--- config.mk ---
export PLATFORM = sky130hd
export DESIGN_NAME = vic_top
export DESIGN_NICKNAME = d
export VERILOG_FILES = /design/src/vic_pkg.sv /design/src/vic_top.sv
export SDC_FILE = /design/constraint.sdc
export NUM_CORES = 1
export LEC_CHECK = 0
export BUFFER_PORTS_ARGS = -buffer_cell sky130_fd_sc_hd__buf_2
export CORE_UTILIZATION = 30
export DETAILED_ROUTE_END_ITERATION = 8
export GPL_TIMING_DRIVEN = 0
export HOLD_SLACK_MARGIN = 0.15
export SKIP_CTS_REPAIR_TIMING = 1
export SLEW_MARGIN = 20
export SYNTH_ARGS = -nofsm -noshare
export SYNTH_HDL_FRONTEND = slang
export SYNTH_SLANG_ARGS = --single-unit
export TNS_END_PERCENT = 1
--- constraint.sdc ---
create_clock -name ref_clk_i -period 0.9 [get_ports ref_clk_i]
set_clock_uncertainty 0.05 [all_clocks]
set_input_delay 0.045 -clock ref_clk_i [delete_from_list [all_inputs] [get_ports ref_clk_i]]
set_output_delay 0.045 -clock ref_clk_i [all_outputs]
set_load 0.01 [all_outputs]
--- src/vic_pkg.sv ---
//==============================================================================
// Overview of operation
// [RL1] Fifteen sources, each own flag and vector
// [RL2] Reset fetches vector 0000, top priority
// [RL3] Watchdog enable gates flag, vector 0003
// [RL4] Pin0 needs global and own enable, 0006
// [RL5] Main timer overflow vectors to 0009
// [RL6] Pin1 vectors to 000F, priority 4
// [RL7] Time base vectors to 0012, priority 5
// [RL8] Serial transmit empty vectors to 0015
// [RL9] Serial receive full vectors to 0018
// [RL10] Serial receive error vectors to 001B
// [RL11] Timer three vectors to 0021
// [RL12] Sync serial port vectors to 0024
// [RL13] Timer four vectors to 0027
// [RL14] Pin3 vectors to 002A, priority 12
// [RL15] Converter done vectors to 0030
// [RL16] Timer two vectors to 0033
// [RL17] Pin5 vectors to 0036, lowest
// [RL18] Three status, two masks, instruction global enable
// [RL19] Enabled interrupt redirects next fetch to vector
// [RL20] Software clears flag before leaving service
// [RL21] Flags set regardless of mask or global
// [RL22] Return instruction re-enables global interrupts
// [RL23] Smallest priority number wins when several pend
//==============================================================================
package vic_pkg;

    // Source count and vector width
    localparam int NUM_SRC = 15;
    localparam int VEC_W   = 12;

    // Reset values
    localparam logic [14:0] FLAG_RST   = 15'h0000;
    localparam logic [14:0] ENABLE_RST = 15'h0000;
    localparam logic        GIE_RST    = 1'b0;

    // Reset vector
    localparam logic [VEC_W-1:0] RESET_VECTOR = 12'h000;

    // Vector table, index = priority minus one
    localparam logic [VEC_W-1:0] VEC_TABLE [NUM_SRC] = '{
        12'h003, 12'h006, 12'h009, 12'h00f, 12'h012,
        12'h015, 12'h018, 12'h01b, 12'h021, 12'h024,
        12'h027, 12'h02a, 12'h030, 12'h033, 12'h036
    };

    // Source index positions
    localparam int SRC_WATCHDOG = 0;

    // Instruction event bundle from the core
    typedef struct packed {
        logic enable_instr;   // global_irq_enable_instr
        logic disable_instr;  // global_irq_disable_instr
        logic return_instr;   // return_from_irq_instr
    } vic_instr_t;

    // Vector request to instruction fetch
    typedef struct packed {
        logic             valid;
        logic [VEC_W-1:0] addr;
        logic [3:0]       prio;
    } vic_vec_t;

endpackage

--- src/vic_top.sv ---
`timescale 1ns/1ps
`default_nettype none

module vic_top #(
    parameter int NUM_SRC = vic_pkg::NUM_SRC
) (
    // Clock, reset, enable
    input  wire logic                 ref_clk_i,
    input  wire logic                 rst_n_i,
    input  wire logic                 clk_en_i,
    // Peripheral events, one-cycle pulses on core clock
    input  wire logic [NUM_SRC-1:0]   src_event_i,
    // Per-source enable bits (bit 0 is watchdog_irq_enable)
    input  wire logic [NUM_SRC-1:0]   src_enable_i,
    // Software flag clear strobes
    input  wire logic [NUM_SRC-1:0]   flag_clear_i,
    // Core instructions
    input  wire vic_pkg::vic_instr_t  instr_i,
    // Fetch acknowledges the vector
    input  wire logic                 vec_ack_i,
    // Vector request and status
    output vic_pkg::vic_vec_t         vec_o,
    output logic [NUM_SRC-1:0]        flags_o,
    output logic                      gie_o,
    output logic                      reset_fetch_o
);

    //==========================================================================
    // Reset release
    logic [1:0] rst_sync_reg;
    logic       rst_n;

    // Two-stage release of the asynchronous reset
    always_ff @(posedge ref_clk_i or negedge rst_n_i)
    begin
        if (!rst_n_i)
            rst_sync_reg <= 2'h0;
        else
            rst_sync_reg <= {rst_sync_reg[0], 1'b1};
    end
    assign rst_n = rst_sync_reg[1];

    //==========================================================================
    // Reset vector request
    logic reset_fetch_reg;

    // Fetch from 0000 once after reset, above all sources
    always_ff @(posedge ref_clk_i or negedge rst_n)
    begin
        if (!rst_n)
            reset_fetch_reg <= 1'b1; // RL2
        else if (clk_en_i && vec_ack_i && vec_o.valid)
            reset_fetch_reg <= 1'b0; // Only once the reset vector was really shown
    end
    assign reset_fetch_o = reset_fetch_reg;

    //==========================================================================
    // Request flags
    logic [NUM_SRC-1:0] flags_reg;
    logic [NUM_SRC-1:0] taken;

    // Set wins over clear; set regardless of mask or global enable
    genvar g;
    generate
        for (g = 0; g < NUM_SRC; g++)
        begin : g_flag
            always_ff @(posedge ref_clk_i or negedge rst_n)
            begin
                if (!rst_n)
                    flags_reg[g] <= vic_pkg::FLAG_RST[g];
                else if (clk_en_i)
                begin
                    if (src_event_i[g])
                        flags_reg[g] <= 1'b1; // RL1 RL21
                    else if (flag_clear_i[g])
                        flags_reg[g] <= 1'b0; // RL20
                end
            end
            // Watchdog gated by own enable only; others also need global
            if (g == vic_pkg::SRC_WATCHDOG)
            begin : g_wdt
                assign taken[g] = flags_reg[g] & src_enable_i[g]; // RL3
            end
            else
            begin : g_std
                assign taken[g] = flags_reg[g] & src_enable_i[g] & gie_o; // RL4 RL5 RL6 RL7 RL8 RL9 RL10 RL11 RL12 RL13 RL14 RL15 RL16 RL17
            end
        end
    endgenerate
    assign flags_o = flags_reg; // RL18

    //==========================================================================
    // Global enable
    logic gie_reg;
    logic vec_take;

    // Enable and return set it; disable and vector entry clear it
    always_ff @(posedge ref_clk_i or negedge rst_n)
    begin
        if (!rst_n)
            gie_reg <= vic_pkg::GIE_RST;
        else if (clk_en_i)
        begin
            if (instr_i.enable_instr || instr_i.return_instr)
                gie_reg <= 1'b1; // RL18 RL22
            else if (instr_i.disable_instr || vec_take)
                gie_reg <= 1'b0; // RL18
        end
    end
    assign gie_o = gie_reg;

    //==========================================================================
    // Priority selection
    vic_pkg::vic_vec_t sel;

    // Lowest index is highest priority
    always_comb
    begin
        sel = '0;
        for (int i = NUM_SRC - 1; i >= 0; i--)
        begin
            if (taken[i])
            begin
                sel.valid = 1'b1;
                sel.addr  = vic_pkg::VEC_TABLE[i]; // RL19 RL23
                sel.prio  = 4'(i + 1);
            end
        end
        if (reset_fetch_reg)
        begin
            sel.valid = 1'b1;
            sel.addr  = vic_pkg::RESET_VECTOR; // RL2
            sel.prio  = 4'h0;
        end
    end

    //==========================================================================
    // Vector output register
    vic_pkg::vic_vec_t vec_reg;

    assign vec_take = clk_en_i && vec_ack_i && vec_reg.valid && !reset_fetch_reg;

    // Reloads the current selection every enabled cycle; clears once fetch acknowledges it
    always_ff @(posedge ref_clk_i or negedge rst_n)
    begin
        if (!rst_n)
            vec_reg <= '0;
        else if (clk_en_i)
        begin
            if (vec_ack_i && vec_reg.valid)
                vec_reg <= '0;
            else
                vec_reg <= sel; // RL19
        end
    end
    assign vec_o = vec_reg;

endmodule

`default_nettype wire

==> reports/metrics.yaml, run 1 <==
period_minus_slack_ns: 1.54
worstSetupPathType: "reg -> reg"
dr.pass1.iters: 4
p_leak_nw: 1.40
grt_pass1_wl_um: 8940
via_per_inst: 5.16
overflow: 0
cp_max_fo: 6
final-setup-viol-count: 41
tritoncts: "done"
final_nets: 378
grt_max_degree: 29
start_util_pct: 30.9
ff2ff_path_depth: 4
routabilityCongestion: 0.851
synth_area_per_cell_um2: 9.15
multi_input_area_um2: 1100
crit_path_start: "flags_o[13]$_DFFE_PN0P_"
p_total_mw: 4.71
die_h_um: 79.9
synth_edf_count: 0
drive_above_1_share_pct: 41.3
max_cap_violations: 0
drc: 0
num_io_pins: 86
hold_viol_final: 0
end_kind: "flip-flop"
yosys_warnings: 0
yosysUniqueCellTypes: 48
seqCellArea_um2: 761
rsz0062_at_grt: "yes"
max_freq_mhz: 648
drt_iter0_drc: 124
die_area_um2: 6380
cp-start-kind: "flip-flop"
cp-endpoint: "vec_o[16]$_DFFE_PN0P_"
grt_usage_pct: 18.8
cp.required_ns: 1.02
largest_reg_flops: 15
totalWireLength_um: 6300
antenna_cells: 0
clock-root-buffer: "clkbuf_8"
portBuffers: 79
dp_hpwl_um: 4390
antenna_found_initial: 0
num_rows: 28
route.detailed.wl_per_inst_um: 15.7
synth_seq_cells: 30
worstHoldStart: "vec_ack_i"
p_per_area_nw_per_um2: 1590
die_x_um: 79.9
synth_area_um2: 1820
clock-sinks: 30
synth_ff_type: "dfrtp_1"
clk_latency_ns: 0.29
worstReg2RegEnd: "vec_o[16]$_DFFE_PN0P_"
ys_seq_area_share_pct: 41.3
violations: "negative setup slack"
coreArea_um2: 5890
outcome: "finished with violations"
synthCells: 199
fin_ws_ns: -0.643
htreeDepth: 2
slowest_stage: "dfrtp_2"
peakVddDrop_mv: 0.753
drtAntennaViolNets: 0
dr_total_vias: 2075
fillers: 589
clkTransAtPathRegs_ns: 0.07
async_reset_ff_share_pct: 100
worst_path_largest_cell_delay_ns: 0.46
clk_path_buf_depth: 2
path_cells: "a22oi_1 > a41oi_2 > nor4bb_2 > o2bb2ai_1"
r2r_slack_ns: -0.64
crit_arrival_ns: 1.66
fin_crit_sh_pct: 171
slew_viol_final: 0
numCtsBuffers: 5
grt_pass1_vias: 1828
rr_startpoint: "flags_o[13]$_DFFE_PN0P_"
holdCritPathClass: "in -> reg"
areaGrowthSynthToFinish_pct: 62.9
setup-tns-final_ns: -7.41
worst min-delay path by stage:
stage / to / slack [ns] / depth (start not counted)
6_report: vec_o[16]$_DFFE_PN0P_ / 0.03 / 4
3_3_place_gp: rst_sync_reg[0]$_DFF_PN0_ / -0.22 / 1
4_1_cts: rst_sync_reg[1]$_DFF_PN0_ / -0.52 / 1
3_5_place_dp: rst_sync_reg[0]$_DFF_PN0_ / -0.22 / 1
2_1_floorplan: rst_sync_reg[0]$_DFF_PN0_ / -0.30 / 0
5_1_grt: vec_o[16]$_DFFE_PN0P_ / 0.08 / 4
worst max-delay path, delay by kind of cell, from the launching register on:
family	cells	cell delay, ns
and+or+nand+nor	1	0.34
AOI/OAI and AO/OA	3	0.57
DFF	1	0.46
synth_stat cells, drive strengths merged, types with 2 or more instances:
cell | n | area, um2
a21boi | 2 | 15.0
a21oi | 5 | 25.0
a22o | 19 | 166
a22oi | 10 | 75.1
a31oi | 3 | 18.8
a32oi | 2 | 17.5
and2 | 9 | 58.8
and3 | 3 | 18.8
and4 | 2 | 17.5
buf | 14 | 93.8
conb | 2 | 7.51
dfrtp | 29 | 726
inv | 4 | 15.0
nand2 | 34 | 128
nand2b | 2 | 12.5
nand3 | 7 | 40.0
nor2 | 7 | 26.3
nor3 | 3 | 26.3
nor3b | 2 | 15.0
o2111ai | 2 | 17.5
o21a | 2 | 15.0
o21ai | 14 | 70.1
o22ai | 2 | 12.5
o2bb2ai | 3 | 26.3
o311ai | 2 | 17.5
o32ai | 2 | 25.0
kinds of logic after synthesis:
family / synth area share (%)
flops: 41.3
buf+inv: 5.98
other cells: 0.413
simple gates: 20.9
compound gates: 31.4
cells in the final DEF (no fill, tap or decap), drive strengths merged, types with 4 or more instances in the layout:
cell         netlist  final
a21oi              5      5
a22o              19     19
a22oi             10     10
and2               9      9
buf               14     91
clkbuf             0      8
conb               2      7
dfrtp             29     29
dlygate4sd3        0     35
inv                4      4
nand2             34     34
nand3              7      7
nor2               7      7
o21ai             14     14
power breakdown:
group / switching, mW / internal, mW
registers: 0.214 / 1.54
clock network: 0.557 / 0.814
logic: 0.789 / 0.793
total: 1.56 / 3.15
metrics by stage:
step	util [%]	worst slack (ns)	cell area, um2	hold WS, ns	std cells
2_1_floorplan	-	-0.432	1900	-0.301	204
4_1_cts	42.4	-0.677	2500	-0.524	366
3_5_place_dp	40.6	-0.659	2390	-0.218	358
3_3_place_gp	40.5	-0.662	2390	-0.217	358
5_1_grt	50.4	-0.708	2970	0.0757	402
6_report	50.4	-0.643	2970	0.0302	402
layer usage:
| metal | global-route usage, % | vias to the layer above | wire length [um] |
|---|---|---|---|
| li1 | - | 997 | - |
| met1 | 25.3 | 985 | 2860 |
| met5 | 0 | - | 0 |
| met4 | 4.29 | 0 | 52 |
| met3 | 4.00 | 6 | 356 |
| met2 | 30.9 | 87 | 3040 |
area by class of cell:
class,instances,area share [%]
timing repair buffer,115,26.2
clock inverter,3,1.35
buffer,14,3.76
multi-input combinational,156,37.0
tap,75,3.16
clock buffer,5,2.32
inverter,4,0.506
sequential,30,25.7
Note: power is estimated with default switching activity, not from simulation.
==> inputs of run 2 (changes only) <==
--- a/config.mk
+++ b/config.mk
@@ -6,12 +6,15 @@
 export NUM_CORES = 1
 export LEC_CHECK = 0
 export BUFFER_PORTS_ARGS = -buffer_cell sky130_fd_sc_hd__buf_2
+export CELL_PAD_IN_SITES_DETAIL_PLACEMENT = 0
+export CELL_PAD_IN_SITES_GLOBAL_PLACEMENT = 1
+export CORE_ASPECT_RATIO = 1.2
 export CORE_UTILIZATION = 30
 export DETAILED_ROUTE_END_ITERATION = 8
 export GPL_TIMING_DRIVEN = 0
 export HOLD_SLACK_MARGIN = 0.15
+export PLACE_DENSITY_LB_ADDON = 0.1
 export SKIP_CTS_REPAIR_TIMING = 1
-export SLEW_MARGIN = 20
 export SYNTH_ARGS = -nofsm -noshare
 export SYNTH_HDL_FRONTEND = slang
 export SYNTH_SLANG_ARGS = --single-unit
==> run 2 against run 1 <==
The run still ends with negative setup slack left. Final area rose by 0.21%. First-iteration DRC count down 15%. Sequential share of layout area is 0.11 points higher. Largest power group unchanged. Largest cell class unchanged. Critical path depth up 1. Clock power decreased by 17%. Via count fell by 1.4%. Register-to-register slack got worse by 0.02 ns. Sequential power about the same. Combinational power about the same. Power decreased by 4.8%.
==> reports/metrics.yaml, run 2 (synthesis results as in run 1) <==
violations: "negative setup slack"
final_cell_mix: "73 x buf_2, 35 x dlygate4sd3_1, 34 x nand2_1, 20 x dfrtp_1, 19 x a22o_1"
fin_ws_ns: -0.661  # -0.0185 ns
route.detailed.wl_per_inst_um: 14.6  # -7.1%
end_kind: "flip-flop"
antenna_found_initial: 0  # unchanged
rsz0062_at_grt: "yes"
num_io_pins: 86  # unchanged
slowest_stage: "dfrtp_2"
final_nets: 381  # +0.79%
fillers: 534  # -9.3%
clock-root-buffer: "clkbuf_8"
p_total_mw: 4.48  # -4.8%
grt_max_degree: 29  # unchanged
crit_family: "compound AO/OA/AOI/OAI gates"
worstSetupPathType: "reg -> reg"
cp_num_buf_inv: 2  # +2
period_minus_slack_ns: 1.56  # +0.0185 ns
design_area_um2: 2970  # +0.21%
drtAntennaViolNets: 0  # unchanged
worst_path_largest_cell_delay_ns: 0.45  # about the same
clk_path_buf_depth: 2  # unchanged
clock-sinks: 30  # unchanged
tritoncts: "done"
grt_pass1_vias: 1758  # -3.8%
max_cap_violations: 0  # unchanged
num_rows: 30  # +7.1%
routabilityCongestion: 0.793  # -6.8%
peakVddDrop_mv: 0.771  # +2.4%
largest_reg_flops: 15  # unchanged
hold_viol_final: 0  # unchanged
clk_latency_ns: 0.28  # about the same
die_h_um: 87.3  # +9.3%
max_freq_mhz: 641  # -1.2%
dr.pass1.iters: 4  # unchanged
crit_arrival_ns: 1.73  # +0.07 ns
antenna_cells: 0  # unchanged
die_area_um2: 6390  # about the same
outcome: "finished with violations"
slew_viol_final: 0  # unchanged
dp_hpwl_um: 4390  # +0.14%
place_area_um2: 2390  # +0.21%
drc: 0  # unchanged
holdCritPathClass: "in -> reg"
dr_total_vias: 2045  # -1.4%
drt_iter0_drc: 106  # -15%
p_leak_nw: 1.40  # about the same
path_cells: "buf_6 > buf_4 > a221oi_1 > o2111ai_1 > nand3_1"
grt_pass1_wl_um: 8690  # -2.9%
via_per_inst: 4.99  # -3.4%
start_util_pct: 31.7  # +0.77 points
drive_above_1_share_pct: 41.2  # -0.072 points
clkTransAtPathRegs_ns: 0.07  # about the same
cp.required_ns: 1.07  # +0.05 ns
numCtsBuffers: 5  # unchanged
die_x_um: 73.1  # -8.5%
p_per_area_nw_per_um2: 1510  # -5.0%
final-setup-viol-count: 34  # -17%
fin_crit_sh_pct: 173  # +2.1 points
overflow: 0  # unchanged
final_common_cell: "buf_2"
cp-start-kind: "flip-flop"
portBuffers: 79  # unchanged
htreeDepth: 2  # unchanged
totalWireLength_um: 5970  # -5.2%
cp_max_fo: 10  # +4
grt_usage_pct: 17.8  # -1.1 points
coreArea_um2: 5740  # -2.4%
areaGrowthSynthToFinish_pct: 63.2
run 2: final timing paths:
kind                                           start                   endpoint  slack (ns)  cells after the start
hold reg to reg            rst_sync_reg[1]$_DFF_PN0_    flags_o[13]$_DFFE_PN0P_        0.19                      0
setup reg to reg                   gie_o$_DFFE_PN0P_       vec_o[6]$_DFFE_PN0P_       -0.66                      5
min in group asynchronous  rst_sync_reg[1]$_DFF_PN0_    flags_o[13]$_DFFE_PN0P_        0.19                      0
hold / removal                             vec_ack_i      vec_o[16]$_DFFE_PN0P_        0.03                      4
max in group asynchronous                    rst_n_i  rst_sync_reg[1]$_DFF_PN0_        0.11                      3
setup / recovery                   gie_o$_DFFE_PN0P_       vec_o[6]$_DFFE_PN0P_       -0.66                      5
run 2: worst min-delay path, cell delays in order:
cell and delay [ns]:
buf_2 0.09, nand2_1 0.06, nand2_1 0.07, o2bb2ai_1 0.06
run 2: report_power, final:
part	switching [mW]	internal (mW)
Sequential	0.214	1.54
Clock	0.524	0.616
Combinational	0.768	0.817
run 2: routing by layer:
| metal | track usage (%) | routed length (um) | up-vias | part of all wire [%] |
|---|---|---|---|---|
| met5 | 0 | 0 | - | 0 |
| met4 | 4.99 | 81 | 0 | 1.4 |
| met3 | 4.98 | 330 | 7 | 5.5 |
| met2 | 28.5 | 3000 | 61 | 50 |
| met1 | 23.3 | 2560 | 969 | 43 |
| li1 | - | - | 1008 | - |
run 2: area by class of cell:
type	instances	area (um2)	area share, %
plain buffers	14	111	3.75
well taps	80	100	3.37
flip-flops and latches	30	766	25.8
clock inverters	1	5.00	0.168
inverters	4	15.0	0.505
clock buffers	7	86.3	2.91
repair buffers	118	820	27.6
multi-input cells	156	1070	36.0
run 2: through the flow:
stage	TNS, ns	hold WS [ns]	std cells	setup WS, ns	utilization (%)
floorplan	-5.90	-0.301	204	-0.432	-
global placement	-23.15	-0.219	363	-0.691	41.7
detailed placement	-23.61	-0.217	363	-0.665	41.7
CTS	-20.72	-0.522	371	-0.696	43.2
global route	-8.93	0.0727	410	-0.689	51.7
finish	-7.29	0.0273	410	-0.661	51.7
